===== config.mk =====
export PLATFORM = sky130hd
export DESIGN_NAME = pll_multiplier_power_mode_ctrl
export DESIGN_NICKNAME = d
export VERILOG_FILES = /design/src/pll_ctrl_pkg.sv /design/src/mult_factor_decode.sv /design/src/pll_multiplier_power_mode_ctrl.sv
export SDC_FILE = /design/constraint.sdc
export NUM_CORES = 1
export LEC_CHECK = 0
export BUFFER_PORTS_ARGS = -buffer_cell sky130_fd_sc_hd__buf_2
export CORE_ASPECT_RATIO = 0.75
export CORE_UTILIZATION = 42
export CTS_BUF_LIST = sky130_fd_sc_hd__clkbuf_2
export CTS_CLUSTER_SIZE = 40
export DETAILED_ROUTE_END_ITERATION = 7
export PLACE_DENSITY = 0.66
export RECOVER_POWER = 100
export SYNTH_ARGS = -nofsm -noshare
export SYNTH_HDL_FRONTEND = slang
export SYNTH_SLANG_ARGS = --single-unit

===== constraint.sdc =====
create_clock -name clk -period 2 [get_ports clk]
set_input_delay 0.5 -clock clk [delete_from_list [all_inputs] [get_ports clk]]
set_output_delay 0.5 -clock clk [all_outputs]
set_load 0.05 [all_outputs]

===== src/pll_ctrl_pkg.sv =====
// constants for the clock multiplier and power mode control block
// assumes one 250 MHz clock and register accesses already decoded from the serial port
package pll_ctrl_pkg;

	localparam int ADDR_W = 8;
	localparam int DATA_W = 8;

	// register offsets
	localparam logic [7:0] OFFS_CHANNEL_INDEX_SELECT   = 8'h05;
	localparam logic [7:0] OFFS_POWER_MODE_SELECT      = 8'h08;
	localparam logic [7:0] OFFS_MULTIPLIER_ENABLE_CTRL = 8'h09;
	localparam logic [7:0] OFFS_MULTIPLIER_FACTOR_LOCK = 8'h0a;

	// field positions
	localparam int CHAN_INDEX_LSB  = 0;
	localparam int CHAN_INDEX_W    = 2;
	localparam int POWER_MODE_LSB  = 0;
	localparam int POWER_MODE_W    = 2;
	localparam int ENABLE_BIT      = 2;
	localparam int FACTOR_LSB      = 0;
	localparam int FACTOR_W        = 6;
	localparam int AUTOBAND_BIT    = 6;
	localparam int LOCK_BIT        = 7;
	localparam int STRAP_W         = 5;
	localparam int N_W             = 6;

	// reset values
	localparam logic [1:0] CHAN_INDEX_RESET = 2'h3;
	localparam logic [1:0] POWER_MODE_RESET = 2'h0;
	localparam logic       ENABLE_RESET     = 1'b0;
	localparam logic [5:0] FACTOR_RESET     = 6'h00;
	localparam logic       AUTOBAND_RESET   = 1'b0;

	// strap code that selects direct clocking
	localparam logic [4:0] STRAP_DIRECT = 5'h1f;

	// timing
	localparam int CLK_PERIOD_PS     = 4000;
	localparam int BAND_CAL_TIME_NS  = 2000;
	localparam int LOCK_QUAL_TIME_NS = 1000;
	localparam int BAND_CAL_CYCLES   = (BAND_CAL_TIME_NS * 1000 + CLK_PERIOD_PS - 1) / CLK_PERIOD_PS;
	localparam int LOCK_QUAL_CYCLES  = (LOCK_QUAL_TIME_NS * 1000 + CLK_PERIOD_PS - 1) / CLK_PERIOD_PS;

	typedef enum logic [1:0] {
		PWR_NORMAL    = 2'b00,
		PWR_CHAN_DOWN = 2'b01,
		PWR_STANDBY   = 2'b10,
		PWR_SLEEP     = 2'b11
	} power_mode_t;

	typedef enum logic [1:0] {
		LOOP_IDLE     = 2'b00,
		LOOP_BAND_CAL = 2'b01,
		LOOP_ACQUIRE  = 2'b10,
		LOOP_LOCKED   = 2'b11
	} loop_state_t;

endpackage


===== src/mult_factor_decode.sv =====
// multiplication factor decoder for the register field and the strap pins
// assumes a purely combinational use; the caller registers the result
`timescale 1ns/1ps
`default_nettype none
module mult_factor_decode
	import pll_ctrl_pkg::*;
(
	input  wire logic [5:0] regCode,
	input  wire logic [4:0] strapCode,
	input  wire logic       useStraps,
	output logic [5:0]      factorN,
	output logic            strapBypass
);

	logic [5:0] regN;
	logic [5:0] strapN;

	always_comb begin
		if (regCode <= 6'd8)
			regN = 6'd8; // RL12
		else if (regCode <= 6'd9)
			regN = 6'd9;
		else if (regCode <= 6'd11)
			regN = 6'd10;
		else if (regCode <= 6'd13)
			regN = 6'd12;
		else if (regCode <= 6'd17)
			regN = regCode;
		else if (regCode <= 6'd19)
			regN = 6'd18;
		else if (regCode <= 6'd20)
			regN = 6'd20;
		else if (regCode <= 6'd23)
			regN = 6'd21;
		else if (regCode == 6'd24)
			regN = 6'd24; // RL13
		else if (regCode <= 6'd27)
			regN = 6'd25;
		else if (regCode <= 6'd29)
			regN = 6'd28;
		else if (regCode <= 6'd31)
			regN = 6'd30;
		else if (regCode <= 6'd33)
			regN = 6'd32;
		else if (regCode <= 6'd41)
			regN = 6'd34;
		else
			regN = 6'd42;
	end

	always_comb begin
		unique case (strapCode) // RL11
			5'd0:    strapN = 6'd8;
			5'd1:    strapN = 6'd9;
			5'd2:    strapN = 6'd10;
			5'd3:    strapN = 6'd12;
			5'd4:    strapN = 6'd14;
			5'd5:    strapN = 6'd15;
			5'd6:    strapN = 6'd16;
			5'd7:    strapN = 6'd17;
			5'd8:    strapN = 6'd18;
			5'd9:    strapN = 6'd20;
			5'd10:   strapN = 6'd21;
			5'd11:   strapN = 6'd24;
			5'd12:   strapN = 6'd25;
			5'd13:   strapN = 6'd28;
			5'd14:   strapN = 6'd30;
			5'd15:   strapN = 6'd32;
			5'd16:   strapN = 6'd34;
			default: strapN = 6'd42;
		endcase
	end

	always_comb begin
		factorN     = useStraps ? strapN : regN;
		strapBypass = useStraps && (strapCode == STRAP_DIRECT); // RL10
	end

endmodule
`default_nettype wire


===== src/pll_multiplier_power_mode_ctrl.sv =====
// control of the on-chip clock multiplier and the low power modes
// assumes register accesses arrive already decoded from the serial port, one per cycle,
// and that the analog loop reports its raw lock detect synchronously to clk
//
// Operation
// [RL1] oscillator runs at reference times N; modulator clock is oscillator halved, 50% duty
// [RL2] host supplies a 30 to 160 MHz reference while the multiplier is used
// [RL3] serial control takes multiplier setup from the enable and factor registers
// [RL4] host writes the six-bit factor before setting the enable bit
// [RL5] after enable and lock, the locked state shows in factor register bit 7
// [RL6] host clears and sets enable again after changing the factor
// [RL7] host order: reference, then factor, then enable by writing four
// [RL8] serial interface stays inactive after power-up until the first serial access
// [RL9] while serial is inactive the factor comes from the five strap pins
// [RL10] strap value 31 disables the multiplier and clocks directly from the inputs
// [RL11] strap value decodes to N by the fixed strap table
// [RL12] register factor lower codes decode to N by the fixed table
// [RL13] register factor upper codes decode to N, 42 and above giving 42
// [RL14] band-select bit makes the device pick the oscillator band automatically
// [RL15] power mode: normal, analog off, analog and clock off, everything off
// [RL16] standby stops clocks, powers down channels, keeps references and output drivers
// [RL17] sleep powers down everything and disables the output drivers
// [RL18] channel index selects which channels later power mode writes reach
// [RL19] without serial control a high power-down pin powers down its channel
// [RL20] out of reset the multiplier is bypassed and clocking is direct; the code does so only for strap 31 until the first serial access
// [RL21] lock bit reads zero while disabled and while reacquiring after re-enable
`timescale 1ns/1ps
`default_nettype none
module pll_multiplier_power_mode_ctrl
	import pll_ctrl_pkg::*;
#(
	parameter int BAND_CAL_CNT  = BAND_CAL_CYCLES,
	parameter int LOCK_QUAL_CNT = LOCK_QUAL_CYCLES
)(
	input  wire logic              clk,
	input  wire logic              reset_n,
	input  wire logic              clkEn,
	input  wire logic              regWrite,
	input  wire logic              regRead,
	input  wire logic [ADDR_W-1:0] regAddr,
	input  wire logic [DATA_W-1:0] regWrData,
	output logic      [DATA_W-1:0] regRdData,
	input  wire logic [STRAP_W-1:0] factorStrapPins,
	input  wire logic              chanAPowerdownPin,
	input  wire logic              chanBPowerdownPin,
	input  wire logic              loopLockIn,
	output logic      [N_W-1:0]    multFactor,
	output logic                   multiplierOn,
	output logic                   directClock,
	output logic                   autoBandSelect,
	output logic                   bandCalRun,
	output logic                   lockedOut,
	output logic                   serialActive,
	output logic                   modulatorClock,
	output logic      [1:0]        chanPowerDown,
	output logic                   clockPowerDown,
	output logic                   refPowerDown,
	output logic                   lvdsDriverOff
);

	localparam int CNT_W = 16;

	generate
		if (BAND_CAL_CNT < 1 || BAND_CAL_CNT >= (1 << CNT_W))
			$error("BAND_CAL_CNT out of range");
		if (LOCK_QUAL_CNT < 1 || LOCK_QUAL_CNT >= (1 << CNT_W))
			$error("LOCK_QUAL_CNT out of range");
	endgenerate

	// reset release through two flops
	logic resetMeta;
	logic resetSync;

	always_ff @(posedge clk or negedge reset_n) begin
		if (!reset_n) begin
			resetMeta <= 1'b0;
			resetSync <= 1'b0;
		end else begin
			resetMeta <= 1'b1;
			resetSync <= resetMeta;
		end
	end

	wire logic rstN = resetSync;

	// register state
	logic [CHAN_INDEX_W-1:0] chanIndex;
	power_mode_t             powerMode [2];
	logic                    multiplierEnableBit;
	logic [FACTOR_W-1:0]     factorCode;
	logic                    autoBandBit;
	logic                    lockBit;

	wire logic wrChanIndex = regWrite && (regAddr == OFFS_CHANNEL_INDEX_SELECT);
	wire logic wrPowerMode = regWrite && (regAddr == OFFS_POWER_MODE_SELECT);
	wire logic wrEnable    = regWrite && (regAddr == OFFS_MULTIPLIER_ENABLE_CTRL);
	wire logic wrFactor    = regWrite && (regAddr == OFFS_MULTIPLIER_FACTOR_LOCK);

	// any access wakes the serial interface for good
	always_ff @(posedge clk or negedge rstN) begin
		if (!rstN)
			serialActive <= 1'b0;
		else if (clkEn && (regWrite || regRead))
			serialActive <= 1'b1; // RL8
	end

	always_ff @(posedge clk or negedge rstN) begin
		if (!rstN)
			chanIndex <= CHAN_INDEX_RESET;
		else if (clkEn && wrChanIndex)
			chanIndex <= regWrData[CHAN_INDEX_LSB +: CHAN_INDEX_W]; // RL18
	end

	// a power mode write reaches every channel whose index bit is set
	generate
		for (genvar c = 0; c < 2; c++) begin : g_mode
			always_ff @(posedge clk or negedge rstN) begin
				if (!rstN)
					powerMode[c] <= power_mode_t'(POWER_MODE_RESET);
				else if (clkEn && wrPowerMode && chanIndex[c])
					powerMode[c] <= power_mode_t'(regWrData[POWER_MODE_LSB +: POWER_MODE_W]); // RL18
			end
		end
	endgenerate

	always_ff @(posedge clk or negedge rstN) begin
		if (!rstN)
			multiplierEnableBit <= ENABLE_RESET; // RL20
		else if (clkEn && wrEnable)
			multiplierEnableBit <= regWrData[ENABLE_BIT]; // RL3
	end

	always_ff @(posedge clk or negedge rstN) begin
		if (!rstN) begin
			factorCode  <= FACTOR_RESET;
			autoBandBit <= AUTOBAND_RESET;
		end else if (clkEn && wrFactor) begin
			factorCode  <= regWrData[FACTOR_LSB +: FACTOR_W]; // RL3
			autoBandBit <= regWrData[AUTOBAND_BIT]; // RL14
		end
	end

	// factor decode, straps until the first serial access
	logic [N_W-1:0] decodedN;
	logic           strapBypass;

	mult_factor_decode u_decode (
		.regCode     (factorCode),
		.strapCode   (factorStrapPins),
		.useStraps   (!serialActive), // RL9
		.factorN     (decodedN),
		.strapBypass (strapBypass)
	);

	// the multiplier runs when enabled by register, or by straps other than 31
	wire logic wantMultiplier = serialActive ? multiplierEnableBit : !strapBypass; // RL10 RL20

	// clocks stop in standby and sleep on either channel
	logic clocksStopped;
	logic everythingOff;

	always_comb begin
		clocksStopped = (powerMode[0] == PWR_STANDBY) || (powerMode[0] == PWR_SLEEP) ||
		                (powerMode[1] == PWR_STANDBY) || (powerMode[1] == PWR_SLEEP);
		everythingOff = (powerMode[0] == PWR_SLEEP) || (powerMode[1] == PWR_SLEEP);
	end

	// loop control: band calibration, acquisition, qualified lock
	loop_state_t    loopState;
	loop_state_t    next_loopState;
	logic [CNT_W-1:0] loopCount;
	logic [N_W-1:0] lockedN;
	logic           restartLoop;

	// a new factor or a stopped clock forces a fresh acquisition
	always_comb begin
		restartLoop = (decodedN != lockedN) || clocksStopped;
	end

	always_comb begin
		next_loopState = loopState;
		unique case (loopState)
			LOOP_IDLE: begin
				if (wantMultiplier && !clocksStopped)
					next_loopState = autoBandBit ? LOOP_BAND_CAL : LOOP_ACQUIRE; // RL14
			end
			LOOP_BAND_CAL: begin
				if (!wantMultiplier || clocksStopped)
					next_loopState = LOOP_IDLE;
				else if (!autoBandBit || loopCount == CNT_W'(BAND_CAL_CNT - 1))
					next_loopState = LOOP_ACQUIRE;
			end
			LOOP_ACQUIRE: begin
				if (!wantMultiplier || clocksStopped)
					next_loopState = LOOP_IDLE;
				else if (loopLockIn && loopCount == CNT_W'(LOCK_QUAL_CNT - 1))
					next_loopState = LOOP_LOCKED; // RL5
			end
			LOOP_LOCKED: begin
				if (!wantMultiplier || clocksStopped)
					next_loopState = LOOP_IDLE; // RL21
				else if (restartLoop || !loopLockIn)
					next_loopState = LOOP_ACQUIRE; // RL21
			end
		endcase
	end

	always_ff @(posedge clk or negedge rstN) begin
		if (!rstN)
			loopState <= LOOP_IDLE;
		else if (clkEn)
			loopState <= next_loopState;
	end

	// counter restarts on each state change and on a lost lock detect
	always_ff @(posedge clk or negedge rstN) begin
		if (!rstN)
			loopCount <= '0;
		else if (clkEn) begin
			if (next_loopState != loopState || (loopState == LOOP_ACQUIRE && !loopLockIn))
				loopCount <= '0;
			else if (loopState == LOOP_BAND_CAL || loopState == LOOP_ACQUIRE)
				loopCount <= loopCount + CNT_W'(1);
		end
	end

	always_ff @(posedge clk or negedge rstN) begin
		if (!rstN)
			lockedN <= '0;
		else if (clkEn && next_loopState == LOOP_LOCKED && loopState != LOOP_LOCKED)
			lockedN <= decodedN;
	end

	always_ff @(posedge clk or negedge rstN) begin
		if (!rstN)
			lockBit <= 1'b0;
		else if (clkEn)
			lockBit <= (next_loopState == LOOP_LOCKED); // RL5 RL21
	end

	// multiplier side outputs
	always_ff @(posedge clk or negedge rstN) begin
		if (!rstN) begin
			multFactor     <= '0;
			multiplierOn   <= 1'b0;
			directClock    <= 1'b1; // RL20
			autoBandSelect <= 1'b0;
			bandCalRun     <= 1'b0;
			lockedOut      <= 1'b0;
		end else if (clkEn) begin
			multFactor     <= decodedN; // RL1
			multiplierOn   <= wantMultiplier && !clocksStopped;
			directClock    <= !wantMultiplier; // RL10
			autoBandSelect <= autoBandBit; // RL14
			bandCalRun     <= (next_loopState == LOOP_BAND_CAL);
			lockedOut      <= (next_loopState == LOOP_LOCKED);
		end
	end

	// halving stage gives equal high and low times; held low while stopped
	always_ff @(posedge clk or negedge rstN) begin
		if (!rstN)
			modulatorClock <= 1'b0;
		else if (clkEn) begin
			if (clocksStopped || !(wantMultiplier && loopState == LOOP_LOCKED))
				modulatorClock <= 1'b0; // RL16
			else
				modulatorClock <= !modulatorClock; // RL1
		end
	end

	// power control outputs
	always_ff @(posedge clk or negedge rstN) begin
		if (!rstN) begin
			chanPowerDown  <= 2'b00;
			clockPowerDown <= 1'b0;
			refPowerDown   <= 1'b0;
			lvdsDriverOff  <= 1'b0;
		end else if (clkEn) begin
			// pins act only while the serial interface is inactive
			chanPowerDown[0] <= (powerMode[0] != PWR_NORMAL) || clocksStopped ||
			                    (!serialActive && chanAPowerdownPin); // RL15 RL16 RL19
			chanPowerDown[1] <= (powerMode[1] != PWR_NORMAL) || clocksStopped ||
			                    (!serialActive && chanBPowerdownPin); // RL15 RL16 RL19
			clockPowerDown   <= clocksStopped; // RL15 RL16
			refPowerDown     <= everythingOff; // RL15 RL17
			lvdsDriverOff    <= everythingOff; // RL17
		end
	end

	// read data: index of the lowest selected channel picks the mode shown
	logic [DATA_W-1:0] readMux;

	always_comb begin
		readMux = '0;
		unique case (regAddr)
			OFFS_CHANNEL_INDEX_SELECT:
				readMux[CHAN_INDEX_LSB +: CHAN_INDEX_W] = chanIndex;
			OFFS_POWER_MODE_SELECT:
				readMux[POWER_MODE_LSB +: POWER_MODE_W] = chanIndex[0] ? powerMode[0] : powerMode[1];
			OFFS_MULTIPLIER_ENABLE_CTRL:
				readMux[ENABLE_BIT] = multiplierEnableBit;
			OFFS_MULTIPLIER_FACTOR_LOCK: begin
				readMux[FACTOR_LSB +: FACTOR_W] = factorCode;
				readMux[AUTOBAND_BIT]           = autoBandBit;
				readMux[LOCK_BIT]               = lockBit && multiplierEnableBit; // RL5 RL21
			end
			default:
				readMux = '0;
		endcase
	end

	always_ff @(posedge clk or negedge rstN) begin
		if (!rstN)
			regRdData <= '0;
		else if (clkEn && regRead)
			regRdData <= readMux;
	end

endmodule
`default_nettype wire


# After elaboration in Yosys (flattened, before gate mapping)
# Memory sizes are Yosys's and may differ from the RTL's.
# Index checks and enable logic that the tools add are counted.
# op_classes
add_sub_neg	1
mul	0
n_div	0
magnitude_cmp	13
n_eq_ne	20
shift	0
n_mux	32
bitwise	0
n_reduce_logical	51
# op_table
operator	count
two-way mux 6 bit	14
<= comparator 6 x 5 -> 1 bit (second input constant)	7
two-way mux 16 bit	2
== test 8 x 4 -> 1 bit (second input constant)	3
<= comparator 6 x 4 -> 1 bit (second input constant)	4
logical AND 1 bit	22
two-way mux 2 bit	9
adder 16 x 1 -> 16 bit (second input constant)	1
== test 16 x 8 -> 1 bit (second input constant)	1
== test 16 x 9 -> 1 bit (second input constant)	1
logical OR 1 bit	16
== test 2 bit (second input constant)	7
<= comparator 6 bit (second input constant)	2
== test 8 x 3 -> 1 bit (second input constant)	1
zero test 1 bit	8
case mux 2 bit (4 select lines)	1
== test 6 x 5 -> 1 bit (second input constant)	1
inequality test 6 bit	1
case mux 2 bit (3 select lines)	1
nonzero test 2 bit	3
== test 5 bit (second input constant)	1
two-way mux 5 bit	1
== test 2 x 1 -> 1 bit (second input constant)	2
two-way mux 4 bit	1
other kinds (6)	7
# totals
ff_bits	65
latch_bits	0
ram_bits	0
mem_bits_ro	192
output_inout_bits	26
elab_cells	141
mem_count	1
# mem_list
memory	words	word_bits	read_ports	rd_ports_with_merged_regs	wr	line	text
(name not given)	32	6	1	0	0	mult_factor_decode.sv:52	unique case (strapCode)

# Depth between registers and ports, before layout
# depth
word_depth	26
mapped_depth	11
depth_no_buf	10

# Cells and area by module
# From an unflattened synthesis, not the netlist that was laid out.
# unflattened
hier_cells	383
hier_area_um2	3783.6
# modules_own_cells
mod	n_inst	cells_per_inst	area_per_inst_um2
pll_multiplier_power_mode_ctrl	1	324	3378.2
mult_factor_decode	1	59	405.4

# Worst setup path before layout
# No wires, ideal clock.
# synth_timing
path_type	reg2reg
start	register serialActive
end	register lockedN[1]
setup_time_ns	0.125
t_arrival_ns	2.951
required_ns	1.875
path_slack_ns	-1.076
path_stages_with_launch	10
n_path_buf	1
period_less_slack_ns	3.076
path_cell_list	dfrtp_1 > clkbuf_1 > nor2b_1 > o211ai_1 > a22oi_1 > xor2_1 > or4_4 > o31ai_4 > nand4_4 > mux2_2
# synth_via
elab_chain_cells	11
# synth_lines
element	line	text
start: declaration	pll_multiplier_power_mode_ctrl.sv:53	output logic serialActive,
start signal: assignment	pll_multiplier_power_mode_ctrl.sv:102	serialActive <= 1'b0;
start signal: assignment	pll_multiplier_power_mode_ctrl.sv:104	serialActive <= 1'b1;
branches (longest 11 deep; another with two-way mux 6 bit)	--	
end signal: assignment	pll_multiplier_power_mode_ctrl.sv:231	lockedN <= decodedN;
end: declaration	pll_multiplier_power_mode_ctrl.sv:172	logic [N_W-1:0] lockedN;
# Parallel ways; which one is timed is not known.
# A chain may end at the register's enable or synchronous reset.

# Worst setup path after layout
# layout_timing
start	register serialActive
end	register lockedN[3]
# The elaborated chain is that of the path after synthesis.

==> impl_metrics.tcl <==
set metrics [dict create \
    status "complete, but fails checks" \
    violations "capacitance limit, slew limit, setup timing" \
    use_met3_pct 6.20 \
    reg2reg_depth 9 \
    layout.nets 561 \
    portBuffers 53 \
    antenna_found_initial 0 \
    syn_inst 367 \
    finalHoldViolations 0 \
    mostFrequentLayoutCells "buf_4, dfrtp_1, buf_2, nand2_1, nor2_1" \
    hold_path_depth 2 \
    ir_worst_vdd_v 0.000577 \
    coreArea_sq_mm 0.00813 \
    ys_ff_latch 65 \
    chipHeight_um 82.5 \
    critPathRequiredTime_ns 2.43 \
    clock.fmax_ghz 0.374 \
    synth_nets 407 \
    worst_hold_path.endpoint "autoBandBit$_DFFE_PN0P_" \
    clkTransAtPathRegs_ns 0.23 \
    grt_setup_unrepaired "yes" \
    async_flop_share_pct 100 \
    cts_inserted_buffers 9 \
    n_fill_cell 656 \
    synth_edf_count 0 \
    drtIter0Drc 199 \
    synth.avg_cell_area_sq_um 9.88 \
    die-area_sq_mm 0.00901 \
    fin_ws_ns -0.670 \
    synth_area_sq_mm 0.00363 \
    htreeDepth 3 \
    place_ws_ns -1.24 \
    reg2reg_from "serialActive$_DFFE_PN0P_" \
    grt_util_met2_pct 34.7 \
    setup_viol 26 \
    drc 0 \
    clock_path_buffers 2 \
    period_minus_slack_ns 2.67 \
    detail-route-antenna-nets 0 \
    hp-start "regWrData[6]" \
    synth_top_family_by_area "simple AND/OR/NAND/NOR gates" \
    rrSetupSlack_ns -0.67 \
    setup.worst_path.start_class "flop" \
    die_w_um 109 \
    globalRouteTotalUtil_pct 23.1 \
    synthSimpleGateAreaFrac_pct 18.4 \
    static-leakage-power_nw 2.57 \
    avgRoutedWirePerCell_um 15.7 \
    yosys_warnings 0 \
    timing.rr.end "lockedN[3]$_DFFE_PN0P_" \
    drive_gt1_share_pct 47.7 \
    synth_xor_area_share_pct 4.59 \
    fin_util_pct 65.0 \
    p_per_area_mw_per_mm2 842 \
    muxShareOfSynthArea_pct 9.77 \
    gp_congestion 0.886 \
    io_pins 55 \
    diodes 0 \
    root_buffer "clkbuf_2" \
    synth-adder-area-share_pct 3.80 \
    cp-end-kind "flop" \
    start_util_pct 44.6 \
    insertion_delay_ns 0.55 \
    drv_cap 1 \
    post_synth_num_cell_types 58 \
    clock_sinks 65 \
    cp_max_fo 6 \
    std_cell_rows 28 \
    synth_compound_area_share_pct 15.1 \
    post-dp-hpwl_um 7200 \
    layout_commonest_cell "buf_4" \
    vias 3381 \
    drt_wl_total_um 9920 \
    numPlacedInstances 611 \
    timing.hold.ws_ns 0.197 \
    period_share_pct 134 \
    min_path_type "in -> reg" \
    tightest_slew_ns 1.55 \
    met1_usage_pct 33.4 \
    seq_area_frac_synth_pct 45.0 \
    arrival_ns 3.10 \
    grt.busiest_layer "met2" \
    syn2layout_area_growth_pct 45.7 \
    synth_flop_cell "dfrtp_1" \
    slew_viol_final 64 \
    via_per_inst 5.36 \
    dr.pass1.iters 5 \
    final_cells 631 \
    grt_max_degree 64 \
    critical_path_class "reg -> reg" \
    slew_headroom_pct -3.45 \
    grt_overflow 0 \
    grt_pass1_vias 3226 \
    grt_pass1_wl_um 15700 \
    tritoncts "built" \
    fin_skew_ns 0.0439 \
]
## worst max path at each step
stage                                    startpoint                        to
after global placement           factorStrapPins[1]  loopCount[8]$_DFFE_PN0P_
after detailed placement         factorStrapPins[1]  loopCount[8]$_DFFE_PN0P_
after CTS                 factorCode[5]$_DFFE_PN0P_    lockedN[3]$_DFFE_PN0P_
after floorplan                  factorStrapPins[0]    lockedN[1]$_DFFE_PN0P_
after global routing       serialActive$_DFFE_PN0P_    lockedN[3]$_DFFE_PN0P_
final                      serialActive$_DFFE_PN0P_    lockedN[3]$_DFFE_PN0P_
## per-layer routing
layer  part of all wire (%)  vias up  wire length, um
li1                       -     1622                -
met1                     49     1658             4820
met2                     46       88             4520
met3                    4.8       13              481
met4                   0.95        0               94
met5                      0        -                0
## logic make-up after synthesis
family / count (synthesis)
and+or+nand+nor: 132
AOI/OAI and AO/OA: 78
DFF: 65
muxes: 31
buffers and inverters: 30
xor gates and xnor gates: 19
adders and majority gates: 11
other: 1
## cell type report
type                            instances  area (sq um)  area share [%]
Clock buffer                            9          45.0           0.852
Clock inverter                          7           101            1.92
Inverter                               13          73.8            1.40
Multi-Input combinational cell        272          2180            41.2
Sequential cell                        65          1640            30.9
Tap cell                              105           131            2.49
Timing Repair Buffer                  160          1120            21.2
## state kept, by name (all words and copies together), names as in the netlist, 2 cells and up
signal,flops
powerMode,4
chanPowerDown,2
lockedN,6
chanIndex,2
loopState,2
regRdData,8
loopCount,16
factorCode,6
multFactor,6
## worst max-delay path, stage by stage (launching register included)
cell and delay, ns:
dfrtp_2 0.51, buf_4 0.16, nor2_4 0.16, a21oi_4 0.08, xnor2_1 0.18, nand3_1 0.09
or4_4 0.57, o31ai_4 0.25, nand4_4 0.20, mux2_4 0.35
## repair_timing
item | 4_1_cts | 5_1_grt
buffers inserted | 2 | 5
hold endpoints to repair | 2 | 0
hold buffers | 1 | 0
pin swaps | 7 | 14
gates resized for setup | 30 | 39
setup endpoints to repair | 26 | 27
gates cloned | 0 | 0
## power by group
| part | internal, W | switching, W |
|---|---|---|
| Clock | 0.000423 | 0.000554 |
| Sequential | 0.00143 | 0.0000902 |
| Combinational | 0.000915 | 0.00103 |
| Total | 0.00277 | 0.00168 |
## per-stage QoR
| stage | total power (W) | area, sq um | TNS (ns) |
|---|---|---|---|
| floorplan | 0.00244 | 3710 | -18.58 |
| global placement | 0.00317 | 4840 | -31.23 |
| detailed placement | 0.00320 | 4840 | -32.79 |
| CTS | 0.00435 | 5120 | -16.40 |
| global route | 0.00468 | 5280 | -18.42 |
| finish | 0.00445 | 5280 | -15.05 |
## synthesized netlist by cell type (11+ instances only)
cell type	number	area (sq um)
nor2_1	40	150
nand3_1	14	70.1
dfrtp_1	62	1550
ha_1	11	138
clkbuf_1	13	48.8
xor2_1	12	105
o21ai_0	15	75.1
a21oi_1	17	85.1
nand2_1	28	105
mux2_2	25	282
inv_1	13	48.8
No activity file was read; power rests on OpenSTA's default activity.
